--- config.mk ---
export PLATFORM = sky130hd
export DESIGN_NAME = pss_top
export DESIGN_NICKNAME = d
export VERILOG_FILES = /design/src/core/pss_pkg.sv /design/src/core/pss_decode.sv /design/src/core/pss_top.sv
export SDC_FILE = /design/constraint.sdc
export NUM_CORES = 1
export LEC_CHECK = 0
export BUFFER_PORTS_ARGS = -buffer_cell sky130_fd_sc_hd__buf_2
export CAP_MARGIN = 10
export CORE_AREA = 2 2 131 133
export CTS_CLUSTER_DIAMETER = 200
export DETAILED_ROUTE_END_ITERATION = 6
export DIE_AREA = 0 0 133 135
export HOLD_SLACK_MARGIN = 0.12
export PLACE_DENSITY = 0.7
export SYNTH_ARGS = -nofsm -noshare
export SYNTH_HDL_FRONTEND = slang
export SYNTH_SLANG_ARGS = --single-unit
--- constraint.sdc ---
create_clock -name clock -period 2.4 [get_ports clock]
set_clock_uncertainty 0.2 [all_clocks]
set_input_delay 0.48 -clock clock [delete_from_list [all_inputs] [get_ports clock]]
set_output_delay 0.48 -clock clock [all_outputs]
set_load 0.05 [all_outputs]
--- src/core/pss_pkg.sv ---
`default_nettype none
package pss_pkg;
  // Register byte addresses on the bus
  localparam logic [7:0] ADDR_STARTUP = 8'h00;
  localparam logic [7:0] ADDR_PERIPH  = 8'h04;
  localparam logic [7:0] ADDR_SERIAL  = 8'h08;
  localparam logic [7:0] ADDR_CTRL    = 8'h0c;
  localparam logic [7:0] ADDR_STATUS  = 8'h10;
  localparam logic [7:0] ADDR_PORTS   = 8'h14;

  // Reset values of the setup words
  localparam logic [15:0] RST_STARTUP = 16'h0000;
  localparam logic [15:0] RST_PERIPH  = 16'h0000;
  localparam logic [15:0] RST_SERIAL  = 16'h0000;

  // Protocol masks: bit0 console bus, 1 peripheral bus, 2 host link,
  // 3 no-protocol, 4 peer data link, 5 terminal_link
  localparam logic [5:0] MASK_CONSOLE  = 6'h01;
  localparam logic [5:0] MASK_PERI_CFG = 6'h0e;
  localparam logic [5:0] MASK_PERI_STD = 6'h06;
  localparam logic [5:0] MASK_SER_CFG  = 6'h3c;
  localparam logic [5:0] MASK_SER_STD  = 6'h04;

  // Source of a port's settings
  localparam logic [1:0] SRC_STD     = 2'h0;
  localparam logic [1:0] SRC_WORDS   = 2'h1;
  localparam logic [1:0] SRC_CONSOLE = 2'h2;

  // Operating modes and startup selector codes
  localparam logic [1:0] MODE_PROGRAM = 2'h0;
  localparam logic [1:0] MODE_MONITOR = 2'h1;
  localparam logic [1:0] MODE_RUN     = 2'h2;
  localparam logic [7:0] SEL_SWITCH   = 8'h00;
  localparam logic [7:0] SEL_RETAIN   = 8'h01;
  localparam logic [7:0] SEL_WORD     = 8'h02;

  // Kind of device found on the peripheral port
  localparam logic [1:0] ATT_NONE    = 2'h0;
  localparam logic [1:0] ATT_CONSOLE = 2'h1;

  // Standard frame: one start bit, even parity, 7 data, 2 stop, 9600 bps
  localparam logic [3:0]  STD_DATA_BITS   = 4'h7;
  localparam logic [1:0]  STD_STOP_BITS   = 2'h2;
  localparam logic [1:0]  STD_PARITY_EVEN = 2'h1;
  localparam logic [7:0]  STD_BAUD_HUND   = 8'h60;
  localparam logic [15:0] STD_CFG_WORD    =
    {STD_BAUD_HUND, STD_PARITY_EVEN, STD_STOP_BITS, STD_DATA_BITS};

  // Legal peripheral setup word values for a host on the peripheral bus
  localparam logic [15:0] PWORD_STD    = 16'h0000;
  localparam logic [15:0] PWORD_CUSTOM = 16'h0001;

  // Bus responses
  localparam logic [1:0] RESP_OKAY   = 2'h0;
  localparam logic [1:0] RESP_SLVERR = 2'h2;

  // Decision phase
  typedef enum logic [1:0] {
    PH_WAIT = 2'b01,
    PH_DONE = 2'b10
  } pss_phase_e;
endpackage
`default_nettype wire

--- src/core/pss_decode.sv ---
`default_nettype none
module pss_decode import pss_pkg::*; (
  // Switch pins
  input  wire logic        p5,
  input  wire logic        p7,
  // Setup words
  input  wire logic [15:0] startup_word,
  input  wire logic [15:0] periph_word,
  input  wire logic [15:0] serial_word,
  // Detection
  input  wire logic [1:0]  attach,
  input  wire logic [1:0]  console_sel,
  input  wire logic        cable_run,
  input  wire logic [1:0]  retained,
  // Decision
  output logic      [5:0]  pm,
  output logic      [1:0]  ps,
  output logic      [15:0] pc,
  output logic      [5:0]  sm,
  output logic      [1:0]  ss,
  output logic      [15:0] sc,
  output logic      [1:0]  mode,
  output logic             cons_en,
  output logic             refused,
  output logic             pbad
);
  // Unknown mode codes fall back to the safe non-running mode
  function automatic logic [1:0] clamp_mode(input logic [7:0] code);
    return (code <= {6'h00, MODE_RUN}) ? code[1:0] : MODE_PROGRAM;
  endfunction

  // Port selection
  always_comb begin
    if (!p7) begin
      pm = MASK_CONSOLE;
      ps = SRC_CONSOLE;
      pc = 16'h0000;
    end else if (!p5) begin
      pm = MASK_PERI_CFG;
      ps = SRC_WORDS;
      pc = periph_word;
    end else begin
      pm = MASK_PERI_STD;
      ps = SRC_STD;
      pc = STD_CFG_WORD;
    end
    sm = p5 ? MASK_SER_STD : MASK_SER_CFG;
    ss = p5 ? SRC_STD : SRC_WORDS;
    sc = p5 ? STD_CFG_WORD : serial_word;
    // Flag a host whose word is neither PWORD_STD nor PWORD_CUSTOM
    pbad = p7 && !p5 && (periph_word != PWORD_STD)
           && (periph_word != PWORD_CUSTOM);
    cons_en = !p7 && (attach == ATT_CONSOLE);
    refused = !p7 && (attach != ATT_NONE) && (attach != ATT_CONSOLE);
  end

  // Startup mode selection
  always_comb begin
    unique case (startup_word[15:8])
      SEL_SWITCH: begin
        if (attach == ATT_NONE)
          mode = p7 ? MODE_RUN : MODE_PROGRAM;
        else if (attach == ATT_CONSOLE)
          mode = p7 ? MODE_PROGRAM : clamp_mode({6'h00, console_sel});
        else if (p7)
          mode = cable_run ? MODE_RUN : MODE_PROGRAM;
        else
          mode = MODE_PROGRAM;
      end
      SEL_RETAIN: mode = clamp_mode({6'h00, retained});
      SEL_WORD:   mode = clamp_mode(startup_word[7:0]);
      default:    mode = MODE_PROGRAM;
    endcase
  end
endmodule
`default_nettype wire

--- src/core/pss_top.sv ---
// Register access over AXI4-Lite and the register offsets are this design's own decisions.
`default_nettype none
// Contract
// - Peripheral-device pin off: peripheral port runs console bus only.
// - Both pins on: peripheral port fixed standard, bus and host link only.
// - Serial pin off: serial port uses its words; host, no-protocol, peer, terminal.
// - Serial pin on: serial port fixed standard, host link only.
// - Standard frame: host link, 1 start, even, 7 data, 2 stop, 9600.
// - Selector 00: mode from device pin once attachment is known.
// - Selector 01: mode retained from before last power-off.
// - Selector 02: mode from low byte, 0 program, 1 monitor, 2 run.
// - Switch start, nothing attached: program if pin off, run if on.
// - Console attached: its selector if pin off, else program, no link.
// - Other device, pin off: program mode, communication refused.
// - Other device, pin on: program or run from cable type.
module pss_top import pss_pkg::*; (
  // Clock and reset
  input  wire logic        clock,
  input  wire logic        rstn,
  // Bus write address
  input  wire logic        awvalid,
  output logic             awready,
  input  wire logic [7:0]  awaddr,
  // Bus write data
  input  wire logic        wvalid,
  output logic             wready,
  input  wire logic [31:0] wdata,
  input  wire logic [3:0]  wstrb,
  // Bus write response
  output logic             bvalid,
  input  wire logic        bready,
  output logic      [1:0]  bresp,
  // Bus read
  input  wire logic        arvalid,
  output logic             arready,
  input  wire logic [7:0]  araddr,
  output logic             rvalid,
  input  wire logic        rready,
  output logic      [31:0] rdata,
  output logic      [1:0]  rresp,
  // Switch pins and detection
  input  wire logic        serial_settings_pin,
  input  wire logic        periph_device_pin,
  input  wire logic [1:0]  attach_kind,
  input  wire logic [1:0]  console_mode_sel,
  input  wire logic        cable_run_type,
  input  wire logic        detect_done,
  input  wire logic [1:0]  retained_mode,
  // Port selection
  output logic      [5:0]  periph_modes,
  output logic      [1:0]  periph_src,
  output logic      [15:0] periph_cfg,
  output logic      [5:0]  serial_modes,
  output logic      [1:0]  serial_src,
  output logic      [15:0] serial_cfg,
  // Startup selection
  output logic      [1:0]  startup_mode,
  output logic             startup_valid,
  output logic             console_comm_en,
  output logic             device_comm_refused
);

  ////////////////////////////////////////////////////////////////////
  // State

  typedef struct packed {
    logic [9:0]  s1;
    logic [9:0]  s2;
    pss_phase_e  phase;
    logic        commit;
    logic [15:0] w_start;
    logic [15:0] w_peri;
    logic [15:0] w_ser;
    logic        aw_got;
    logic [7:0]  aw_a;
    logic        w_got;
    logic [31:0] w_d;
    logic [3:0]  w_s;
    logic        bvalid;
    logic [1:0]  bresp;
    logic        rvalid;
    logic [31:0] rdata;
    logic [1:0]  rresp;
    logic [5:0]  pm;
    logic [1:0]  ps;
    logic [15:0] pc;
    logic [5:0]  sm;
    logic [1:0]  ss;
    logic [15:0] sc;
    logic [1:0]  mode;
    logic        cons_en;
    logic        refused;
    logic        pbad;
  } pss_state_s;

  pss_state_s state_ff;
  pss_state_s nxt_state;

  // Synchronised pin view, all read from the second stage only
  logic        p5;
  logic        p7;
  logic [1:0]  att;
  logic [1:0]  sel;
  logic        cab;
  logic        det;
  logic [1:0]  ret;
  assign {ret, det, cab, sel, att, p7, p5} = state_ff.s2;

  // Live decision from the present pins and words
  logic [5:0]  d_pm;
  logic [1:0]  d_ps;
  logic [15:0] d_pc;
  logic [5:0]  d_sm;
  logic [1:0]  d_ss;
  logic [15:0] d_sc;
  logic [1:0]  d_mode;
  logic        d_cons;
  logic        d_ref;
  logic        d_pbad;

  pss_decode pss_decode_i (
    .p5           (p5),
    .p7           (p7),
    .startup_word (state_ff.w_start),
    .periph_word  (state_ff.w_peri),
    .serial_word  (state_ff.w_ser),
    .attach       (att),
    .console_sel  (sel),
    .cable_run    (cab),
    .retained     (ret),
    .pm           (d_pm),
    .ps           (d_ps),
    .pc           (d_pc),
    .sm           (d_sm),
    .ss           (d_ss),
    .sc           (d_sc),
    .mode         (d_mode),
    .cons_en      (d_cons),
    .refused      (d_ref),
    .pbad         (d_pbad)
  );

  ////////////////////////////////////////////////////////////////////
  // Helpers

  // Merge the low two byte lanes into a 16-bit word
  function automatic logic [15:0] merge16(input logic [15:0] old,
                                          input logic [31:0] d,
                                          input logic [3:0]  s);
    return {s[1] ? d[15:8] : old[15:8], s[0] ? d[7:0] : old[7:0]};
  endfunction

  // Any address the slave answers with OKAY
  function automatic logic mapped(input logic [7:0] a);
    return (a == ADDR_STARTUP) || (a == ADDR_PERIPH) || (a == ADDR_SERIAL)
        || (a == ADDR_CTRL) || (a == ADDR_STATUS) || (a == ADDR_PORTS);
  endfunction

  logic aw_hs;
  logic w_hs;
  logic ar_hs;
  logic do_wr;
  logic decide;

  // Handshakes; a new write waits until the old response is taken
  assign awready = !state_ff.aw_got && !state_ff.bvalid;
  assign wready  = !state_ff.w_got && !state_ff.bvalid;
  assign arready = !state_ff.rvalid;
  assign aw_hs   = awvalid && awready;
  assign w_hs    = wvalid && wready;
  assign ar_hs   = arvalid && arready;
  assign do_wr   = state_ff.aw_got && state_ff.w_got && !state_ff.bvalid;
  // Decide once, after software commits and detection has settled
  assign decide  = (state_ff.phase == PH_WAIT) && state_ff.commit && det;

  ////////////////////////////////////////////////////////////////////
  // Next state

  always_comb begin
    nxt_state = state_ff;
    // Two-stage synchroniser for every pin
    nxt_state.s1 = {retained_mode, detect_done, cable_run_type, console_mode_sel,
                    attach_kind, periph_device_pin, serial_settings_pin};
    nxt_state.s2 = state_ff.s1;

    // Write channels captured in either order
    if (aw_hs) begin
      nxt_state.aw_got = 1'b1;
      nxt_state.aw_a   = awaddr;
    end
    if (w_hs) begin
      nxt_state.w_got = 1'b1;
      nxt_state.w_d   = wdata;
      nxt_state.w_s   = wstrb;
    end
    if (do_wr) begin
      nxt_state.aw_got = 1'b0;
      nxt_state.w_got  = 1'b0;
      nxt_state.bvalid = 1'b1;
      nxt_state.bresp  = mapped(state_ff.aw_a) ? RESP_OKAY : RESP_SLVERR;
      unique case (state_ff.aw_a)
        ADDR_STARTUP: nxt_state.w_start =
          merge16(state_ff.w_start, state_ff.w_d, state_ff.w_s);
        ADDR_PERIPH: nxt_state.w_peri =
          merge16(state_ff.w_peri, state_ff.w_d, state_ff.w_s);
        ADDR_SERIAL: nxt_state.w_ser =
          merge16(state_ff.w_ser, state_ff.w_d, state_ff.w_s);
        // Commit is one-shot; words written after the snapshot do not move the choice
        ADDR_CTRL: begin
          if (state_ff.w_s[0] && state_ff.w_d[0])
            nxt_state.commit = 1'b1;
        end
        default: ;
      endcase
    end else if (state_ff.bvalid && bready) begin
      nxt_state.bvalid = 1'b0;
    end

    // Read answers one edge after the address is taken
    if (ar_hs) begin
      nxt_state.rvalid = 1'b1;
      nxt_state.rresp  = mapped(araddr) ? RESP_OKAY : RESP_SLVERR;
      unique case (araddr)
        ADDR_STARTUP: nxt_state.rdata = {16'h0000, state_ff.w_start};
        ADDR_PERIPH:  nxt_state.rdata = {16'h0000, state_ff.w_peri};
        ADDR_SERIAL:  nxt_state.rdata = {16'h0000, state_ff.w_ser};
        ADDR_CTRL:    nxt_state.rdata = {31'h0, state_ff.commit};
        ADDR_STATUS:  nxt_state.rdata = {26'h0, state_ff.pbad, state_ff.refused,
                                         state_ff.cons_en,
                                         state_ff.phase == PH_DONE,
                                         state_ff.mode};
        ADDR_PORTS:   nxt_state.rdata = {16'h0000, state_ff.ss, state_ff.sm,
                                         state_ff.ps, state_ff.pm};
        default:      nxt_state.rdata = 32'h0000_0000;
      endcase
    end else if (state_ff.rvalid && rready) begin
      nxt_state.rvalid = 1'b0;
    end

    // Single snapshot of the selection, held until the next reset
    unique case (state_ff.phase)
      PH_WAIT: begin
        if (decide) begin
          nxt_state.phase   = PH_DONE;
          nxt_state.pm      = d_pm;
          nxt_state.ps      = d_ps;
          nxt_state.pc      = d_pc;
          nxt_state.sm      = d_sm;
          nxt_state.ss      = d_ss;
          nxt_state.sc      = d_sc;
          nxt_state.mode    = d_mode;
          nxt_state.cons_en = d_cons;
          nxt_state.refused = d_ref;
          nxt_state.pbad    = d_pbad;
        end
      end
      PH_DONE: ;
      default: nxt_state.phase = PH_WAIT;
    endcase
  end

  // Single register for all state; safe defaults until the snapshot
  always_ff @(posedge clock or negedge rstn) begin
    if (!rstn) begin
      state_ff         <= '0;
      state_ff.phase   <= PH_WAIT;
      state_ff.w_start <= RST_STARTUP;
      state_ff.w_peri  <= RST_PERIPH;
      state_ff.w_ser   <= RST_SERIAL;
      state_ff.mode    <= MODE_PROGRAM;
    end else begin
      state_ff <= nxt_state;
    end
  end

  ////////////////////////////////////////////////////////////////////
  // Outputs

  assign bvalid              = state_ff.bvalid;
  assign bresp               = state_ff.bresp;
  assign rvalid              = state_ff.rvalid;
  assign rdata               = state_ff.rdata;
  assign rresp               = state_ff.rresp;
  assign periph_modes        = state_ff.pm;
  assign periph_src          = state_ff.ps;
  assign periph_cfg          = state_ff.pc;
  assign serial_modes        = state_ff.sm;
  assign serial_src          = state_ff.ss;
  assign serial_cfg          = state_ff.sc;
  assign startup_mode        = state_ff.mode;
  assign startup_valid       = state_ff.phase == PH_DONE;
  assign console_comm_en     = state_ff.cons_en;
  assign device_comm_refused = state_ff.refused;
endmodule
`default_nettype wire

# Yosys cells after proc, flatten, opt, wreduce, memory -nomap -nowiden
# Cells that the tools add are included.
[op_classes] n_addsub=0 n_mul=0 div=0 magnitude_cmp=3 n_eq_ne=18 n_shift=0 muxes=31 n_bitwise=1 n_reduce_logical=53
[op_table] operator="$pmux W16 S6" count=1
[op_table] operator="$mux W16" count=3
[op_table] operator="$mux W37" count=1
[op_table] operator="$eq A8 B4 Y1 const B" count=4
[op_table] operator="$eq A8 B5 Y1 const B" count=4
[op_table] operator="$mux W2" count=13
[op_table] operator="$logic_not A8 Y1" count=3
[op_table] operator="$reduce_and A3 Y1" count=7
[op_table] operator="$logic_and A1 B1 Y1" count=18
[op_table] operator="$eq A8 B3 Y1 const B" count=2
[op_table] operator="$ne A16 B1 Y1 const B" count=1
[op_table] operator="$reduce_bool A16 Y1" count=1
[op_table] operator="$mux W6" count=2
[op_table] operator="$logic_or A1 B1 Y1" count=10
[op_table] operator="$reduce_bool A2 Y1" count=5
[op_table] operator="$mux W9" count=1
[op_table] operator="$eq A8 B1 Y1 const B" count=1
[op_table] operator="$eq A8 B2 Y1 const B" count=1
[op_table] operator="$le A8 B2 Y1 const B" count=1
[op_table] operator="$mux W1" count=7
[op_table] operator="$logic_not A1 Y1" count=6
[op_table] operator="$pmux W2 S3" count=1
[op_table] operator="$eq A2 B1 Y1 const B" count=2
[op_table] operator="$le A2 B2 Y1 const B" count=2
[op_table] operator="other kinds (8)" count=9
[totals] reg_bits=208 latchBits=0 mem_bits_rw=0 romBits=0 input_bits=69 output_inout_bits=94 memories=0

# Logic depth before layout (Yosys ltp)
[logic_depth] ltp_word=7 depth_mapped=7

# By module
# Synthesis repeated with hierarchy kept, for this count alone.
[unflattened] cells_unflattened=619 area_unflattened_um2=7925.1
[by_module_without_submodules] module="pss_top" n_inst=1 cells_each=531 area_per_inst_um2=7400.8
[by_module_without_submodules] module="pss_decode" n_inst=1 cells_each=88 area_per_inst_um2=524.3

# Worst setup path after synthesis
# No wires, ideal clock.
[synth_path] kind="register to register" from="register state_ff, in the netlist bvalid" to="register state_ff[102] in the netlist's numbering" setup_ps=125 arrival_ps=2613 t_required_ps=2075 setup_slack_ps=-538 stages_incl_launch_ff=6 n_path_buf=2 path_cell_list="dfrtp_1 nor2_1 and2_1 clkbuf_1 buf_1 mux2_2"
[synth_between] elab_chain_cells=3
[synth_lines] item="start: declaration" line="pss_top.sv:96" source="pss_state_s state_ff;"
[synth_lines] item="start signal: assignment" line="pss_top.sv:272" source="state_ff <= nxt_state;"
[synth_lines] item="$logic_not A1 Y1" line="pss_top.sv:167" source="assign wready = !state_ff.w_got && !state_ff.bvalid;"
[synth_lines] item="$logic_and A1 B1 Y1" line="pss_top.sv:167"
[synth_lines] item="net wready" line="pss_top.sv:26" source="output logic wready,"
[synth_lines] item="$logic_and A1 B1 Y1" line="pss_top.sv:170" source="assign w_hs = wvalid && wready;"
# The timed path passes the listed nets, and every way through them passes these cells.
# A chain may end at the register's enable or synchronous reset.

# Final worst setup path
[layout_path] from="register state_ff[134] in the netlist's numbering" to="register state_ff[153] in the netlist's numbering"
[layout_between] elab_chain_cells=2
[layout_lines] item="$eq A8 B3 Y1" line="pss_top.sv:201" source="unique case (state_ff.aw_a)"
[layout_lines] item="$reduce_and A3 Y1 (no source line)"
# Every way passes these cells.

==> results.tsv <==
stage	metric	value	unit
outcome	status	finished with violations	
outcome	violations	negative setup slack	
timing	fmax	392	MHz
cts	clockBufferDepth	2	
logic_synthesis	yosysUniqueCellTypes	49	
placed_design	gp_congestion	0.863	
power_and_ir_drop	ir_drop	1010	uV
cts	clock_sinks	161	
cells_and_area	area_delta_synth_final	22.0	%
grt	grt_overflow	0	
critical_path	critical_path_class	reg2reg	
min_path	hold_path_class	reg2reg	
timing	hold_slack	0.147	ns
routing	via_count	5048	
floorplan	dieArea	18000	um^2
logic_synthesis	syn_area_per_cell	11.9	um^2
floorplan	pin_count	163	
cts	cts_made_buffers	17	
routing	antenna_left	0	
critical_path	r2r_end	state_ff[153]	
cts	ctsRootBufferMaster	clkbuf_16	
min_path	hold_end	att[1]	
flow_run	maxCapViolations	0	
logic_synthesis	yosys_warnings	0	
timing	finalCritPeriodShare	106	%
routing	via_per_inst	5.25	
cells_and_area	fill_cells	1386	
critical_path	cp.arrival	2.66	ns
cells_and_area	final_cell_area	8880	um^2
grt	grt_pass1_vias	5176	
critical_path	path_max_fanout	8	
power_and_ir_drop	power	8.18	mW
cts	clk_latency	0.43	ns
timing	period_minus_slack	2.55	ns
grt	antenna_found_initial	0	
critical_path	r2r_slack	-0.15	ns
timing	hold_violations	0	
routing	drtIter0Drc	304	
logic_synthesis	synth-main-ff-cell	dfrtp_1	
logic_synthesis	ys_seq_area_share	55.4	%
min_path	hold_path_depth	0	
cells_and_area	multi_input_area	2690	um^2
floorplan	die_h	135	um
logic_synthesis	ys_seq_elements	161	
timing	setup_viol	24	
grt	grt_use_total	20.7	%
routing	wl_per_cell	18.5	um
min_path	min_from	nxt_state[191]	
cts	path_clk_slew	0.06	ns
cells_and_area	fin_util	54.1	%
floorplan	initial_core_util	44.4	%
routing	drcViolationCount	0	
timing	final.setup.worst_slack	-0.150	ns
placed_design	place_area	7750	um^2
critical_path	cp-end-kind	flip-flop	
critical_path	worstRegToRegCells	6	
critical_path	critPathRequiredTime	2.51	ns
cells_and_area	diodes	0	
routing	routed_wl	17800	um
logic_synthesis	synth_cells	611	
floorplan	core.rowCount	47	
cts	cts_max_level	4	
floorplan	core	16400	um^2
timing	rsz0062_at_grt	true	
critical_path	r2r-start	state_ff[134]	
cells_and_area	drive_gt1_share	37.3	%
timing	fin_setup_tns	-2.19	ns
power_and_ir_drop	p_per_area	922	nW/um^2
routing	dr.pass1.iters	6	
grt	grt_first_pass_wirelength	28400	um
floorplan	die_w	133	um
placed_design	io_buffers	121	
critical_path	cp-start-kind	flip-flop	
logic_synthesis	synth_edf_count	0	
grt	grt_max_degree	53	
placed_design	post-place-ws	-0.266	ns
cells_and_area	ff_latch_area	4030	um^2
placed_design	placed_cells	890	
timing	maxSlewViolCount	0	
logic_synthesis	synthesis.area	7280	um^2
logic_synthesis	synthArstFlopShare	100	%
placed_design	hpwl	12700	um
cts	cts_tree	yes	
power_and_ir_drop	p_leak	4.32	nW
cells_and_area	final_nets	800	
cells_and_area	final_cells	962	
-- layout make-up --
type,count,share of cell area [%]
Clock buffer,18,4.83
Clock inverter,12,1.52
Inverter,5,0.211
Multi-Input combinational cell,354,30.3
Sequential cell,161,45.4
Tap cell,220,3.10
Timing Repair Buffer,192,14.6
-- cell usage after synthesis (all sizes together) (6+ instances only) --
cell type / number / area (um^2)
mux2: 80 / 901
nor3: 8 / 45.0
a22oi: 9 / 67.6
a2bb2oi: 6 / 52.6
clkbuf: 23 / 86.3
dfrtp: 160 / 4000
nor2: 13 / 48.8
nand2b: 15 / 93.8
buf: 90 / 662
or4: 6 / 48.8
a22o: 11 / 96.3
nor4: 6 / 37.5
mux2i: 9 / 90.1
o21ai: 46 / 230
nor2b: 6 / 37.5
nand2: 58 / 218
-- critical path, cell delays in order, from the launching register on --
cell,delay (ns)
dfrtp_1,0.38
or4_4,0.54
or4_4,0.49
buf_6,0.15
nor3_4,0.16
buf_6,0.19
mux2_4,0.32
-- power by group --
part	internal (mW)	leakage (nW)	switching [mW]
sequential	3.17	2.12	0.590
combinational	0.768	1.93	1.05
clock	1.53	0.270	1.08
-- kinds of logic after synthesis --
kind of cell	share of synthesized area (%)
and+or+nand+nor	11.1
AOI/OAI and AO/OA	8.39
DFF	55.4
other	0.0515
muxes	14.5
buffers and inverters	10.5
-- worst max-delay path by stage --
stage	endpoint	start	slack, ns	cells after the start
2_1_floorplan	state_ff[153]	state_ff[128]	-0.22	5
3_3_place_gp	state_ff[180]	state_ff[128]	-0.23	6
3_5_place_dp	state_ff[183]	state_ff[128]	-0.27	6
4_1_cts	state_ff[183]	state_ff[134]	-0.20	6
5_1_grt	state_ff[155]	state_ff[134]	-0.19	6
6_report	state_ff[153]	state_ff[134]	-0.15	6
-- flip-flops by register name, indices dropped and copies added (netlist names) --
register,cells
serial_modes,2
nxt_state,10
periph_src,1
device_comm_refused,1
rresp,1
cab,1
det,1
startup_mode,2
bvalid,1
rvalid,1
att,2
console_comm_en,1
state_ff,80
serial_cfg,16
ret,2
periph_modes,2
sel,2
periph_cfg,16
rdata,16
p7,1
p5,1
bresp,1
-- repair_timing --
| item | 4_1_cts | 5_1_grt |
|---|---|---|
| endpoints found under the setup margin | 24 | 49 |
| pin swaps | 4 | 3 |
| resized for setup | 29 | 9 |
| setup buffers | 3 | 1 |
| hold buffers | 39 | 0 |
| endpoints found under the hold margin | 112 | 0 |
-- metal layers --
layer | track usage [%] | routed length [um] | up-vias
li1 | - | - | 2286
met4 | 9.14 | 490 | 0
met2 | 33.0 | 8440 | 248
met3 | 5.44 | 1360 | 39
met1 | 26.8 | 7480 | 2475
met5 | 0 | 0 | -
-- layout by cell type (no fill, tap or decap), types with 3 or more instances in the layout --
master / n
clkbuf_16: 17
nand4b_1: 5
nor2_1: 12
or4_1: 4
conb_1: 23
nand2_1: 58
o22a_1: 4
a21o_1: 3
o21ai_0: 46
a22oi_1: 9
nand3b_1: 4
dfrtp_1: 160
mux2i_1: 9
nor2b_1: 6
mux4_2: 3
inv_1: 5
a2bb2oi_1: 6
nand2b_1: 15
clkinv_2: 3
mux2_2: 56
a21oi_1: 5
a22o_1: 11
nor4_1: 4
clkinvlp_4: 3
mux2_4: 24
buf_4: 22
buf_6: 9
nor3_1: 7
buf_2: 120
dlygate4sd3_1: 39
nand3_1: 4
No activity file was read; power rests on OpenSTA's default activity.
